[src/pkg/bcz_pkg.sv]
/*
 * Package for the bargraph colour zone selector: register map, field
 * layout, colour codes and timing counts.
 * Assumes a 100 MHz pclk and a 32-bit APB slave.
 */
package bcz_pkg;

	// Colour codes of the bar
	typedef enum logic [1:0] {
		BCZ_GREEN  = 2'h0,
		BCZ_ORANGE = 2'h1,
		BCZ_RED    = 2'h2
	} bcz_colour_type;

	// Register byte offsets
	localparam logic [11:0] BCZ_OFS_SP1     = 12'h000;
	localparam logic [11:0] BCZ_OFS_SP2     = 12'h004;
	localparam logic [11:0] BCZ_OFS_SP3     = 12'h008;
	localparam logic [11:0] BCZ_OFS_SP4     = 12'h00c;
	localparam logic [11:0] BCZ_OFS_READING = 12'h010;
	localparam logic [11:0] BCZ_OFS_COLOURS = 12'h014;
	localparam logic [11:0] BCZ_OFS_CTRL    = 12'h018;
	localparam logic [11:0] BCZ_OFS_STATUS  = 12'h01c;

	// Value width of setpoints and reading (signed counts)
	localparam int BCZ_VAL_W = 16;

	// Colours register: five 2-bit fields, below-all then setpoints 1..4
	localparam int BCZ_COL_BELOW_POS = 0;
	localparam int BCZ_COL_SP_POS    = 2;

	// Control register fields
	localparam int BCZ_CTRL_BRIGHT_POS = 0;
	localparam int BCZ_CTRL_BRIGHT_W   = 8;
	localparam int BCZ_CTRL_TRI_POS    = 8;

	// Reset values
	localparam logic [BCZ_VAL_W-1:0] BCZ_SP_RST     = 16'h0000;
	localparam logic [9:0]           BCZ_COLOURS_RST = 10'h000;
	localparam logic [7:0]           BCZ_BRIGHT_RST  = 8'hff;

	// Menu label/value alternation, 500 ms each phase
	localparam int BCZ_CLK_MHZ     = 100;
	localparam int BCZ_TOGGLE_MS   = 500;
	localparam int BCZ_TOGGLE_CYC  = BCZ_TOGGLE_MS * 1000 * BCZ_CLK_MHZ;

endpackage

[src/core/bcz_top.sv]
/*
 * Bargraph colour zone selector: APB register file, colour menu driven by
 * program/up/down buttons, dim and lock rear contacts, zone colour output.
 * Assumes buttons are clean single-cycle-or-longer levels from the panel
 * (synchronised here, edge detected); rear contacts are active low pins.
 */
// Register access over APB and the address map were chosen for this implementation.
`timescale 1ns/1ns
`default_nettype none

// Behaviour
// - The whole bar shows one colour and switches entirely on a zone change.
// - Below the lowest setpoint the separately stored below-all colour shows.
// - Each setpoint owns a colour used above it, whatever the setpoint order.
// - On equal setpoint values the higher-numbered setpoint's colour wins.
// - A colour setting is green, orange or red, stepped by up and down.
// - The menu goes below-all, then setpoints one to four, then exits.
// - After the first step the display alternates label and stored value.
// - While the dim contact is low the brightness output is halved.
// - While the lock contact is low settings may be viewed but not changed.
// - The menu opens only with a tricolour bar, after relay programming.
module bcz_top #(
	parameter int TOGGLE_CYC = bcz_pkg::BCZ_TOGGLE_CYC
) (
	input  wire logic        pclk,
	input  wire logic        presetn,
	input  wire logic        psel,
	input  wire logic        penable,
	input  wire logic        pwrite,
	input  wire logic [11:0] paddr,
	input  wire logic [31:0] pwdata,
	output var  logic [31:0] prdata,
	output var  logic        pready,
	output var  logic        pslverr,
	input  wire logic        relay_prog_done,
	input  wire logic        btn_prog,
	input  wire logic        btn_up,
	input  wire logic        btn_down,
	input  wire logic        dim_n,
	input  wire logic        lock_n,
	output var  logic [1:0]  bar_colour,
	output var  logic [7:0]  brightness,
	output var  logic        menu_active,
	output var  logic [2:0]  menu_step,
	output var  logic        show_label
);
	import bcz_pkg::*;

	typedef enum logic [5:0] {
		ST_RUN   = 6'h01,
		ST_BELOW = 6'h02,
		ST_C1    = 6'h04,
		ST_C2    = 6'h08,
		ST_C3    = 6'h10,
		ST_C4    = 6'h20
	} bcz_menu_type;

	localparam int TW = $clog2(TOGGLE_CYC + 1);

	////////////////////////////////////////////////////////////////////////
	// Register state
	logic [BCZ_VAL_W-1:0] sp_reg [4];
	logic [BCZ_VAL_W-1:0] sp_next [4];
	logic [BCZ_VAL_W-1:0] reading_reg, reading_next;
	logic [9:0]           colours_reg, colours_next;
	logic [7:0]           bright_reg, bright_next;
	logic                 tri_reg, tri_next;
	logic [31:0]          prdata_reg, prdata_next;
	bcz_menu_type         menu_reg, menu_next;
	logic [TW-1:0]        tmr_reg, tmr_next;
	logic                 lbl_reg, lbl_next;

	// Two-flop synchronisers for panel pins, then edge memory
	logic [4:0] sync1_reg, sync2_reg, prev_reg;
	logic [4:0] pins;
	logic       prog_rise, up_rise, down_rise, dim_on, lock_on;

	assign pins = {lock_n, dim_n, btn_down, btn_up, btn_prog};

	always_ff @(posedge pclk or negedge presetn) begin
		if (!presetn) begin
			sync1_reg <= 5'h18;
			sync2_reg <= 5'h18;
			prev_reg <= 5'h18;
		end else begin
			sync1_reg <= pins;
			sync2_reg <= sync1_reg;
			prev_reg <= sync2_reg;
		end
	end

	assign prog_rise = sync2_reg[0] & ~prev_reg[0];
	assign up_rise = sync2_reg[1] & ~prev_reg[1];
	assign down_rise = sync2_reg[2] & ~prev_reg[2];
	assign dim_on = ~sync2_reg[3];
	assign lock_on = ~sync2_reg[4];

	////////////////////////////////////////////////////////////////////////
	// Colour stepping within green, orange, red
	function automatic logic [1:0] col_step(input logic [1:0] c,
		input logic up);
		logic [1:0] r;
		r = c;
		if (up) begin
			r = (c == BCZ_RED) ? BCZ_GREEN : 2'(c + 2'h1);
		end else begin
			r = (c == BCZ_GREEN) ? BCZ_RED : 2'(c - 2'h1);
		end
		return r;
	endfunction

	// Field index that the menu currently edits
	function automatic int menu_idx(input bcz_menu_type m);
		int k;
		k = 0;
		unique case (m)
			ST_BELOW: k = 0;
			ST_C1:    k = 1;
			ST_C2:    k = 2;
			ST_C3:    k = 3;
			ST_C4:    k = 4;
			default:  k = 0;
		endcase
		return k;
	endfunction

	////////////////////////////////////////////////////////////////////////
	// APB access, menu sequencing and colour editing
	logic wr_acc;
	logic rd_acc;
	logic map_hit;

	assign wr_acc = psel & penable & pwrite;
	assign rd_acc = psel & ~penable & ~pwrite;

	always_comb begin
		map_hit = (paddr[11:5] == 7'h00) && (paddr[1:0] == 2'h0);
		sp_next = sp_reg;
		reading_next = reading_reg;
		colours_next = colours_reg;
		bright_next = bright_reg;
		tri_next = tri_reg;
		prdata_next = prdata_reg;
		menu_next = menu_reg;
		tmr_next = tmr_reg;
		lbl_next = lbl_reg;
		// Register writes
		if (wr_acc && map_hit) begin
			unique case (paddr)
				BCZ_OFS_SP1, BCZ_OFS_SP2, BCZ_OFS_SP3, BCZ_OFS_SP4: begin
					if (!lock_on) begin
						sp_next[paddr[3:2]] = pwdata[BCZ_VAL_W-1:0];
					end
				end
				BCZ_OFS_READING: reading_next = pwdata[BCZ_VAL_W-1:0];
				BCZ_OFS_COLOURS: begin
					if (!lock_on) begin
						for (int i = 0; i < 5; i++) begin
							if (pwdata[2*i +: 2] != 2'h3) begin
								colours_next[2*i +: 2] = pwdata[2*i +: 2];
							end
						end
					end
				end
				BCZ_OFS_CTRL: begin
					if (!lock_on) begin
						bright_next = pwdata[BCZ_CTRL_BRIGHT_POS +:
							BCZ_CTRL_BRIGHT_W];
						tri_next = pwdata[BCZ_CTRL_TRI_POS];
					end
				end
				default: ;
			endcase
		end
		// Read data captured in setup phase
		if (rd_acc) begin
			prdata_next = 32'h0;
			unique case (paddr)
				BCZ_OFS_SP1, BCZ_OFS_SP2, BCZ_OFS_SP3, BCZ_OFS_SP4:
					prdata_next[BCZ_VAL_W-1:0] = sp_reg[paddr[3:2]];
				BCZ_OFS_READING: prdata_next[BCZ_VAL_W-1:0] = reading_reg;
				BCZ_OFS_COLOURS: prdata_next[9:0] = colours_reg;
				BCZ_OFS_CTRL: begin
					prdata_next[7:0] = bright_reg;
					prdata_next[BCZ_CTRL_TRI_POS] = tri_reg;
				end
				BCZ_OFS_STATUS: prdata_next[12:0] = {lock_on, dim_on,
					bar_colour, lbl_reg, menu_reg, 2'h0};
				default: ;
			endcase
		end
		// Menu: entry after relay programming only with tricolour bar
		unique case (menu_reg)
			ST_RUN: begin
				if (relay_prog_done && tri_reg) begin
					menu_next = ST_BELOW;
				end
			end
			default: begin
				if (up_rise ^ down_rise) begin
					if (!lock_on) begin
						colours_next[2*menu_idx(menu_reg) +: 2] = col_step(
							colours_reg[2*menu_idx(menu_reg) +: 2],
							up_rise);
					end
				end
				if (prog_rise) begin
					unique case (menu_reg)
						ST_BELOW: menu_next = ST_C1;
						ST_C1:    menu_next = ST_C2;
						ST_C2:    menu_next = ST_C3;
						ST_C3:    menu_next = ST_C4;
						default:  menu_next = ST_RUN;
					endcase
				end
			end
		endcase
		// Label/value alternation from the second step on
		if (menu_next != menu_reg || menu_reg == ST_RUN
			|| menu_reg == ST_BELOW) begin
			tmr_next = '0;
			lbl_next = (menu_next != ST_RUN && menu_next != ST_BELOW);
		end else if (tmr_reg == TW'(TOGGLE_CYC - 1)) begin
			tmr_next = '0;
			lbl_next = ~lbl_reg;
		end else begin
			tmr_next = tmr_reg + TW'(1);
		end
	end

	always_ff @(posedge pclk or negedge presetn) begin
		if (!presetn) begin
			for (int i = 0; i < 4; i++) begin
				sp_reg[i] <= BCZ_SP_RST;
			end
			reading_reg <= BCZ_SP_RST;
			colours_reg <= BCZ_COLOURS_RST;
			bright_reg <= BCZ_BRIGHT_RST;
			tri_reg <= 1'b1;
			prdata_reg <= 32'h0;
			menu_reg <= ST_RUN;
			tmr_reg <= '0;
			lbl_reg <= 1'b0;
		end else begin
			sp_reg <= sp_next;
			reading_reg <= reading_next;
			colours_reg <= colours_next;
			bright_reg <= bright_next;
			tri_reg <= tri_next;
			prdata_reg <= prdata_next;
			menu_reg <= menu_next;
			tmr_reg <= tmr_next;
			lbl_reg <= lbl_next;
		end
	end

	////////////////////////////////////////////////////////////////////////
	// Outputs
	logic [7:0] bright_out_reg;

	always_ff @(posedge pclk or negedge presetn) begin
		if (!presetn) begin
			bright_out_reg <= 8'h0;
		end else begin
			bright_out_reg <= dim_on ? {1'b0, bright_reg[7:1]} : bright_reg;
		end
	end

	bcz_zone_pick #(.VAL_W(BCZ_VAL_W)) u_pick (
		.pclk      (pclk),
		.presetn   (presetn),
		.reading   (reading_reg),
		.setpoints ({sp_reg[3], sp_reg[2], sp_reg[1], sp_reg[0]}),
		.colours   (colours_reg),
		.colour    (bar_colour)
	);

	assign prdata = prdata_reg;
	assign pready = 1'b1;
	assign pslverr = psel & penable & ~map_hit;
	assign brightness = bright_out_reg;
	assign menu_active = (menu_reg != ST_RUN);
	assign menu_step = 3'(menu_idx(menu_reg));
	assign show_label = lbl_reg;
endmodule

`default_nettype wire

[src/core/bcz_zone_pick.sv]
/*
 * Zone colour picker: chooses the single bar colour from the reading,
 * the four setpoints and the five stored colours.
 * Assumes all inputs are on the pclk domain; output is registered.
 */
`timescale 1ns/1ns
`default_nettype none

module bcz_zone_pick #(
	parameter int VAL_W = 16
) (
	input  wire logic                    pclk,
	input  wire logic                    presetn,
	input  wire logic signed [VAL_W-1:0] reading,
	input  wire logic [4*VAL_W-1:0]      setpoints,
	input  wire logic [9:0]              colours,
	output var  logic [1:0]              colour
);
	import bcz_pkg::*;

	logic [1:0] colour_reg;
	logic [1:0] colour_next;

	////////////////////////////////////////////////////////////////////////
	// Largest exceeded setpoint; later index wins on equal value
	always_comb begin
		logic                    found;
		logic signed [VAL_W-1:0] best;
		logic signed [VAL_W-1:0] sp;
		found = 1'b0;
		best = '0;
		sp = '0;
		colour_next = colours[BCZ_COL_BELOW_POS +: 2];
		for (int i = 0; i < 4; i++) begin
			sp = setpoints[i*VAL_W +: VAL_W];
			if (reading > sp && (!found || sp >= best)) begin
				found = 1'b1;
				best = sp;
				colour_next = colours[BCZ_COL_SP_POS + 2*i +: 2];
			end
		end
	end

	// One colour for the whole bar, switched at once
	always_ff @(posedge pclk or negedge presetn) begin
		if (!presetn) begin
			colour_reg <= 2'h0;
		end else begin
			colour_reg <= colour_next;
		end
	end

	assign colour = colour_reg;
endmodule

`default_nettype wire

[config.mk]
export PLATFORM = sky130hd
export DESIGN_NAME = bcz_top
export DESIGN_NICKNAME = d
export VERILOG_FILES = /design/src/pkg/bcz_pkg.sv /design/src/core/bcz_top.sv /design/src/core/bcz_zone_pick.sv
export SDC_FILE = /design/constraint.sdc
export NUM_CORES = 1
export LEC_CHECK = 0
export BUFFER_PORTS_ARGS = -buffer_cell sky130_fd_sc_hd__buf_2
export CORE_MARGIN = 5
export CORE_UTILIZATION = 45
export DETAILED_ROUTE_END_ITERATION = 7
export PLACE_DENSITY_LB_ADDON = 0.15
export REMOVE_ABC_BUFFERS = 1
export SLEW_MARGIN = 30
export SYNTH_ARGS = -nofsm -noshare
export SYNTH_HDL_FRONTEND = slang
export SYNTH_SLANG_ARGS = --single-unit
[constraint.sdc]
create_clock -name pclk -period 10.6 [get_ports pclk]
set_input_delay 2.12 -clock pclk [delete_from_list [all_inputs] [get_ports pclk]]
set_output_delay 2.12 -clock pclk [all_outputs]
set_load 0.05 [all_outputs]
==> results of run 1 <==
report_power, final:
group / leakage (nW) / internal [mW] / switching [mW] / total [mW]
sequential: 1.91 / 0.667 / 0.0154 / 0.682
combinational: 3.98 / 0.0462 / 0.116 / 0.162
clock: 0.296 / 0.366 / 0.303 / 0.669
cell type report:
cell class,instances,share of cell area
Multi-Input combinational cell,890,0.519
Sequential cell,171,0.339
Timing Repair Buffer,84,0.0379
Clock buffer,19,0.0349
Tap cell,330,0.0326
Inverter,80,0.0237
Clock inverter,13,0.0135
per-stage QoR:
step | worst slack (ns) | util
floorplan | 2.37 | -
CTS | 0.904 | 0.505
global route | 0.299 | 0.505
detailed placement | 0.969 | 0.480
finish | 0.797 | 0.505
global placement | 1.07 | 0.480
cell families (layout without fill, tap and decap cells):
logic type,count (synthesis),after routing,synth area share
AOI/OAI and AO/OA,252,252,0.140
xor gates and xnor gates,27,27,0.0207
adders and majority gates,118,118,0.129
buffers and inverters,143,196,0.0555
DFF,171,171,0.376
muxes,97,97,0.117
other,2,17,0.000657
and+or+nand+nor,379,379,0.161
critical path, delay by kind of cell (launching register included):
kind / cells / cell delay [ns]
multiplexers: 4 / 1.35
AO/OA/AOI/OAI: 18 / 4.02
buffers and inverters: 4 / 0.96
flip-flops: 1 / 0.51
adder cells (fa/ha/maj): 4 / 1.33
AND/OR/NAND/NOR: 6 / 1.50
cell usage after synthesis (3+ instances only):
library cell	number	area, um2
xnor2_1	8	70.1
nor3_1	14	70.1
o221ai_1	8	70.1
a21o_1	11	82.6
nor2b_1	9	56.3
nand4b_1	4	35.0
o211ai_1	7	52.6
a211oi_1	8	60.1
o31ai_1	7	52.6
mux2_2	30	338
ha_1	118	1480
mux2_1	25	282
nand2_1	147	552
nor4_1	7	43.8
buf_4	20	150
or3_1	5	31.3
and2_1	6	37.5
a31oi_1	3	18.8
mux4_2	16	360
a221oi_1	9	78.8
o21ai_1	66	330
o22ai_1	9	56.3
xor2_1	19	166
buf_2	6	30.0
nor2_1	95	357
a21oi_1	48	240
o21ai_0	30	150
nand2b_1	13	81.3
dfstp_2	14	368
and4_1	9	78.8
inv_1	80	300
mux2_4	20	300
o21a_1	6	45.0
a22oi_1	14	105
dfrtp_1	157	3930
nand3_1	22	110
o41ai_1	3	26.3
and3_1	8	50.1
nor3b_1	4	30.0
clkbuf_1	33	124
or2_2	4	25.0
mux2i_1	6	60.1
nand4_1	20	125
worst max path at each step:
stage               slack [ns]  depth (start not counted)               end           start
floorplan                 2.37                         32  u_pick.colour[0]  reading_reg[7]
global placement          1.07                         36  u_pick.colour[1]  reading_reg[7]
detailed placement        0.97                         36  u_pick.colour[1]  reading_reg[7]
CTS                       0.90                         36  u_pick.colour[1]  reading_reg[7]
global route              0.30                         36  u_pick.colour[1]  reading_reg[7]
finish                    0.80                         36  u_pick.colour[1]  reading_reg[7]
layer usage:
| metal | up-vias | share of wire |
|---|---|---|
| met1 | 4454 | 0.46 |
| met2 | 260 | 0.46 |
| met5 | - | 0 |
| met3 | 33 | 0.063 |
| met4 | 0 | 0.015 |
| li1 | 4367 | - |
==> impl_metrics.json, run 1 <==
{
  "required_ns": 10.91,
  "rows": 58,
  "synth_seq_area_share": 0.376,
  "critPathMaxStageDelay_ns": 0.54,
  "netlist_instances": 1189,
  "clock_tree.root_cell": "clkbuf_16",
  "r2r-start": "reading_reg[7]",
  "synth-async-reset-ratio": 1.00,
  "cts_tree": "done",
  "hp-start": "sync1_reg[0]",
  "rr_worst_depth": 36,
  "drt-pass1-iter-count": 6,
  "arrival_ns": 10.12,
  "most-common-layout-cells": "dfrtp_1 (157), nand2_1 (147), ha_1 (118), nor2_1 (93), inv_1 (80)",
  "report.final.setup_viol": 0,
  "port_buffers": 70,
  "final_cell_area_um2": 12700,
  "die_area_um2": 28700,
  "synth_edf_count": 0,
  "grt_pass1_vias": 9049,
  "ff_latch_area_um2": 4300,
  "holdPathEnd": "sync2_reg[0]",
  "antenna_found_initial": 0,
  "busiest_layer": "met2",
  "drive_gt1_frac": 0.172,
  "maxCapViolations": 0,
  "cp-start-kind": "flop",
  "cts.clk_slew.worst_paths_ns": 0.08,
  "use_met2": 0.381,
  "endpoint_kind": "flop",
  "syn_to_final_growth_pct": 10.9,
  "fin_skew_ns": 0.0111,
  "grt_max_degree": 102,
  "cts_resized": 0,
  "drc": 0,
  "hold_buffers": 0,
  "numCtsBuffers": 17,
  "ys.flop_type": "dfrtp_1",
  "first_iter_violations": 790,
  "avgSynthCellArea_um2": 9.61,
  "p_leak_nw": 6.19,
  "grt_usage": 0.238,
  "cts.path.max_buffers": 2,
  "synth_cell_type_count": 76,
  "total_power_mw": 1.51,
  "min_period_ns": 9.80,
  "grt.overflow.total": 0,
  "fill_cells": 2351,
  "nets": 1417,
  "vias": 9114,
  "htree_levels": 4,
  "yosysWarningCount": 0,
  "wirelength_um": 33600,
  "fp.dieW_um": 169,
  "worstHoldPathCells": 0,
  "slowest_stage": "a2111oi_1",
  "wire_per_inst_um": 21.1,
  "timing.final.crit_share": 0.925,
  "rsz0062_at_grt": "false",
  "multi_input_area_um2": 6580,
  "post-cts-setup-buffers": 0,
  "cts.sinks": 171,
  "p_per_area_nw_per_um2": 119,
  "die_h_um": 169,
  "post_dp_cell_area_um2": 12100,
  "postRouteAntennaNets": 0,
  "setup_tns_ns": 0,
  "critPathKind": "flop to flop",
  "io_pins": 104,
  "drv_slew": 0,
  "clk_latency_ns": 0.44,
  "status": "complete, no violations",
  "largest_reg_flops": 64,
  "path_common_cell": "ha_1",
  "hold_viol_final": 0,
  "grt_first_pass_wirelength_um": 52400,
  "layout_commonest_cell": "dfrtp_1",
  "dp_hpwl_um": 24700,
  "grtUsageMet1": 0.339,
  "gp_congestion": 0.928,
  "hold_slack_ns": 0.353,
  "antennaDiodeCount": 0,
  "met3_usage": 0.0443,
  "yosys_register_bits": 171,
  "reg2reg_to": "u_pick.colour[1]",
  "core_area_um2": 25100,
  "r2r_setup_slack_ns": 0.80,
  "max-slew-margin-rel": 0.409,
  "ir_drop_mv": 0.0843,
  "start_util": 0.455,
  "crit_fanout": 15,
  "worst_pin_slew_ns": 0.886,
  "timing.fmax_ghz": 0.102,
  "vias_per_cell": 5.74,
  "synth_area_um2": 11400,
  "hold_path.class": "flop to flop",
  "instances_no_fill": 1587,
  "dp.cells": 1555
}
No activity file was read; power rests on OpenSTA's default activity.
==> run 2, diff against run 1 <==
ABC_AREA = 1   (was unset)
==> run 2 against run 1 <==
Against the previous run: synthesized cell count up 32%; wire length up 4.3%; worst setup slack better by 1.0 ns; sequential cell count unchanged; sequential power up 4.8%; first-iteration DRC count up 20%; total power up 15%; synthesized area up 3.0%; clock-buffer cell count down 2; die area up 2.8%; clock skew about the same; via count up 17%; critical path type unchanged.
==> impl_metrics.json, run 2 <==
{
  "status": "complete, no violations",
  "wirelength_um": 35000,
  "synth_cell_type_count": 52,
  "p_sw_frac": 0.363,
  "grt_first_pass_wirelength_um": 55700,
  "timing.fmax_ghz": 0.114,
  "syn_to_final_growth_pct": 10.3,
  "clk_latency_ns": 0.43,
  "p_leak_nw": 6.40,
  "ys.flop_type": "dfrtp_1",
  "synth_edf_count": 0,
  "required_ns": 10.91,
  "dp.cells": 1950,
  "drt-pass1-iter-count": 7,
  "hold_viol_final": 0,
  "maxCapViolations": 0,
  "multi_input_area_um2": 6390,
  "pwr-share-seq": 0.412,
  "drive_gt1_frac": 0.112,
  "hold_buffers": 0,
  "post-cts-setup-buffers": 0,
  "rr_worst_depth": 48,
  "timing.final.crit_share": 0.828,
  "synth-async-reset-ratio": 1.00,
  "critPathLaunch": "reading_reg[11]",
  "die_area_um2": 29500,
  "gp_congestion": 0.930,
  "reg2reg_to": "u_pick.colour[1]",
  "grt_usage": 0.243,
  "hold_path.class": "flop to flop",
  "grt_pass1_vias": 10300,
  "largest_reg_flops": 64,
  "yosys_register_bits": 171,
  "p_sw_uw": 629,
  "first_iter_violations": 946,
  "yosysTopAreaCell": "dfrtp_1",
  "synth.area.top_cells": "dfrtp_1 (33%), ha_1 (13%), nand2_1 (12%)",
  "antennaDiodeCount": 0,
  "p_int_mw": 1.10,
  "rows": 59,
  "critPathMaxStageDelay_ns": 0.56,
  "slowest_stage": "nand2_2",
  "cts.sinks": 171,
  "die_h_um": 172,
  "fill_cells": 2558,
  "max-slew-margin-rel": 0.426,
  "utilization": 0.501,
  "setup_tns_ns": 0,
  "drc": 0,
  "cts_tree": "done",
  "p_per_area_nw_per_um2": 134,
  "power_frac_comb": 0.230,
  "wire_per_inst_um": 17.7,
  "fin_skew_ns": 0.0112,
  "ff_latch_area_um2": 4300,
  "postRouteAntennaNets": 0,
  "avgSynthCellArea_um2": 7.49,
  "cts.path.max_buffers": 2,
  "htree_levels": 4,
  "most-common-layout-cells": "nand2_1 (389), inv_1 (202), dfrtp_1 (157), nor2_1 (121), ha_1 (118)",
  "critPathKind": "flop to flop",
  "fp.dieW_um": 172,
  "antenna_found_initial": 0,
  "synth_seq_area_share": 0.365,
  "cp-start-kind": "flop",
  "clock_tree.root_cell": "clkbuf_16",
  "drv_slew": 0,
  "nets": 1807,
  "synth_most_common_cell": "nand2_1",
  "arrival_ns": 9.09,
  "rsz0062_at_grt": "false",
  "r2r-start": "reading_reg[11]",
  "grt.overflow.total": 0,
  "numCtsBuffers": 17,
  "layout_commonest_cell": "nand2_1",
  "netlist_instances": 1572,
  "start_util": 0.454,
  "grt_max_degree": 64,
  "r2r_setup_slack_ns": 1.82,
  "ir_drop_mv": 0.275,
  "vias": 10700,
  "port_buffers": 70,
  "report.final.setup_viol": 0,
  "timing.critical_path.to": "u_pick.colour[1]",
  "cts.clk_slew.worst_paths_ns": 0.07,
  "vias_per_cell": 5.39,
  "yosysWarningCount": 0,
  "dp_hpwl_um": 26600,
  "crit_fanout": 35,
  "cts_resized": 0,
  "io_pins": 104,
  "instances_no_fill": 1982,
  "worst_pin_slew_ns": 0.861,
  "min_period_ns": 8.78,
  "core_area_um2": 25900,
  "path_common_cell": "nand2_1",
  "synth.top_cell.area_share": 0.334,
  "synth_area_um2": 11800,
  "power_frac_clock": 0.358,
  "synth_common_cells": "nand2_1 (389), inv_1 (202), dfrtp_1 (157)",
  "endpoint_kind": "flop"
}
## run 2: cell count changes after synthesis, moves of 13 or more
cell,delta
o21a_1,+17
inv_2,+22
inv_1,+122
nand2_1,+242
nand2b_1,-13
mux4_2,-16
mux2_1,-25
nor3_2,+13
a21oi_1,+18
nor2_1,+26
mux2_2,-30
mux2_4,-20
o21ai_1,+35
nand3_1,+64
## run 2: layer usage
metal,track usage,up-vias,wire length (um)
li1,-,5282,-
met1,0.342,5012,16000
met2,0.395,354,16200
met3,0.0427,39,2270
met4,0.0550,0,594
met5,0,-,0
## run 2: layout make-up
class | count | share of cell area
multi-input combinational | 1135 | 0.492
sequential | 171 | 0.331
inverter | 226 | 0.0653
timing repair buffer | 83 | 0.0350
clock buffer | 17 | 0.0328
tap | 335 | 0.0323
clock inverter | 15 | 0.0116
## run 2: power groups by stage
stage	Combinational (mW)	Sequential (mW)	Clock (mW)
3_3_place_gp	0.396	0.726	0
5_1_grt	0.445	0.720	0.662
6_report	0.399	0.715	0.620
2_1_floorplan	0.246	0.762	0
4_1_cts	0.404	0.715	0.634
3_5_place_dp	0.403	0.727	0
## run 2: through the flow
| step | total power, mW | area (um2) | hold WS (ns) | worst slack, ns |
|---|---|---|---|---|
| 3_3_place_gp | 1.12 | 12400 | 0.333 | 2.00 |
| 5_1_grt | 1.83 | 13000 | 0.365 | 1.23 |
| 3_5_place_dp | 1.13 | 12400 | 0.340 | 1.91 |
| 4_1_cts | 1.75 | 13000 | 0.353 | 1.88 |
| 2_1_floorplan | 1.01 | 11500 | 0.331 | 4.29 |
| 6_report | 1.73 | 13000 | 0.353 | 1.82 |
## run 2: worst min path at each step
stage / from / end / depth (start not counted)
after floorplan: sync1_reg[0] / sync2_reg[0] / 0
after global placement: sync1_reg[2] / sync2_reg[2] / 0
after detailed placement: sync1_reg[0] / sync2_reg[0] / 0
after CTS: sync1_reg[0] / sync2_reg[0] / 0
after global routing: sync1_reg[4] / sync2_reg[4] / 0
final: sync1_reg[0] / sync2_reg[0] / 0
## run 2: cell families after synthesis
kind of cell               Yosys count  share of synthesized area
xor gates and xnor gates            15                     0.0112
other                                2                   0.000638
AOI/OAI and AO/OA                  303                      0.147
and+or+nand+nor                    682                      0.253
DFF                                171                      0.365
adders and majority gates          118                      0.125
buffers and inverters              281                     0.0973
## run 2: critical path, delay by kind of cell, from the launching register on
family / cells / cell delay [ns]
and+or+nand+nor: 36 / 5.67
adders and majority gates: 4 / 1.32
buffers and inverters: 6 / 0.81
DFF: 1 / 0.47
AOI/OAI and AO/OA: 2 / 0.34
==> run 3, diff against run 2 <==
clock period = 8.2 ns   (was 10.6 ns; I/O delays follow)
==> run 3 against run 2 <==
Against the previous run: die area did not move; core utilization rose by 0.41 points; via count rose by 0.49%; maximum frequency increased by 17%; critical path depth rose by 1; sequential power is 29% higher; combinational power increased by 30%; clock-buffer cell count increased by 1; sequential share of layout area is 0.27 points lower; final cell count is 0.40% higher; critical path type unchanged.
==> impl_metrics.json, run 3 (same netlist as run 2, synthesis figures left out) <==
{
  "p_sw_uw": 827,
  "numCtsBuffers": 17,
  "first_iter_violations": 933,
  "power_frac_comb": 0.227,
  "p_per_area_nw_per_um2": 175,
  "grt_first_pass_wirelength_um": 56000,
  "report.final.setup_viol": 0,
  "hold_viol_final": 0,
  "drv_slew": 0,
  "path_common_cell": "nand2_1",
  "cts_tree": "done",
  "min_period_ns": 7.52,
  "vias_per_cell": 5.40,
  "dp.cells": 1958,
  "dp_hpwl_um": 27000,
  "layout_commonest_cell": "nand2_1",
  "die_area_um2": 29500,
  "postRouteAntennaNets": 0,
  "endpoint_kind": "flop",
  "use_met2": 0.397,
  "critPathKind": "flop to flop",
  "nets": 1815,
  "arrival_ns": 7.85,
  "p_int_mw": 1.46,
  "power_frac_clock": 0.370,
  "worst_pin_slew_ns": 0.839,
  "vias": 10700,
  "maxCapViolations": 0,
  "htree_levels": 4,
  "setup_tns_ns": 0,
  "wirelength_um": 35800,
  "met3_usage": 0.0515,
  "p_sw_frac": 0.361,
  "grt_pass1_vias": 10200,
  "ir_drop_mv": 0.344,
  "grt_max_degree": 63,
  "max-slew-margin-rel": 0.441,
  "grt_usage": 0.247,
  "cp-start-kind": "flop",
  "drive_gt1_frac": 0.116,
  "core_area_um2": 25900,
  "required_ns": 8.53,
  "cts_resized": 0,
  "clk_latency_ns": 0.45,
  "rows": 59,
  "crit_fanout": 23,
  "start_util": 0.454,
  "fin_skew_ns": 0.0140,
  "slowest_stage": "dfrtp_1",
  "wire_per_inst_um": 18.0,
  "timing.fmax_ghz": 0.133,
  "hold_buffers": 0,
  "cts.clk_slew.worst_paths_ns": 0.08,
  "antenna_found_initial": 0,
  "instances_no_fill": 1990,
  "drc": 0,
  "busiest_layer": "met2",
  "grtUsageMet1": 0.342,
  "drt-pass1-iter-count": 6,
  "hold_path.class": "flop to flop",
  "status": "complete, no violations",
  "syn_to_final_growth_pct": 11.2,
  "io_pins": 104,
  "most-common-layout-cells": "nand2_1 (389), inv_1 (202), dfrtp_1 (157), nor2_1 (121), ha_1 (118)",
  "gp_congestion": 0.914,
  "antennaDiodeCount": 0,
  "die_h_um": 172,
  "post-cts-setup-buffers": 0,
  "largest_reg_flops": 64,
  "p_leak_nw": 6.45,
  "timing.final.crit_share": 0.917,
  "grt.overflow.total": 0,
  "cts.path.max_buffers": 2,
  "clock_tree.root_cell": "clkbuf_16",
  "rsz0062_at_grt": "false",
  "critPathMaxStageDelay_ns": 0.46,
  "port_buffers": 70,
  "pwr-share-seq": 0.404,
  "cts.sinks": 171,
  "fp.dieW_um": 172
}
## run 3: changes by cell type in the layout (fill, tap and decap cells not counted), sizes merged
cell and change:
clkbuf +1, bufinv +1, clkinv +2, inv -4, buf +8
## run 3: area by class of cell
type | instances | area (um2)
fillers | 2561 | 12800
inverters | 226 | 848
clock buffers | 18 | 429
multi-input cells | 1135 | 6390
repair buffers | 91 | 527
clock inverters | 14 | 180
flip-flops and latches | 171 | 4300
well taps | 335 | 419
## run 3: metrics by stage
| stage | power [mW] | utilization | setup WS [ns] | hold WS [ns] | cell area (um2) |
|---|---|---|---|---|---|
| after floorplan | 1.30 | - | 1.89 | 0.331 | 11500 |
| after global routing | 2.41 | 0.505 | 0.0486 | 0.364 | 13100 |
| final | 2.29 | 0.505 | 0.677 | 0.357 | 13100 |
| after CTS | 2.31 | 0.505 | 0.738 | 0.358 | 13100 |
| after detailed placement | 1.46 | 0.482 | 0.807 | 0.337 | 12500 |
| after global placement | 1.45 | 0.482 | 0.842 | 0.332 | 12500 |
## run 3: worst paths after layout
check / to / from / cells past startpoint / slack (ns)
min reg2reg: sync2_reg[2] / sync1_reg[2] / 0 / 0.36
max: u_pick.colour[0] / reading_reg[11] / 49 / 0.68
min: sync2_reg[2] / sync1_reg[2] / 0 / 0.36
min in group asynchronous: prdata[15] / presetn / 1 / 1.14
max reg2reg: u_pick.colour[0] / reading_reg[11] / 49 / 0.68
max in group asynchronous: menu_reg[2] / presetn / 2 / 5.82
## run 3: power by group through the flow
| stage | sequential [mW] | combinational, mW | clock, mW |
|---|---|---|---|
| after floorplan | 0.985 | 0.317 | 0 |
| after global placement | 0.938 | 0.514 | 0 |
| after detailed placement | 0.939 | 0.525 | 0 |
| after CTS | 0.923 | 0.527 | 0.860 |
| after global routing | 0.930 | 0.582 | 0.899 |
| final | 0.924 | 0.519 | 0.846 |
## run 3: critical path, delay by kind of cell (launching register included)
kind / cells / cell delay [ns]
and+or+nand+nor: 35 / 4.33
adders and majority gates: 4 / 1.24
buffers and inverters: 6 / 0.75
AOI/OAI and AO/OA: 4 / 0.61
DFF: 1 / 0.46
## run 3: routing by layer
metal	wire length (um)	part of all wire
met1	15700	0.44
met2	16600	0.46
met3	2600	0.073
met4	853	0.024
met5	0	0
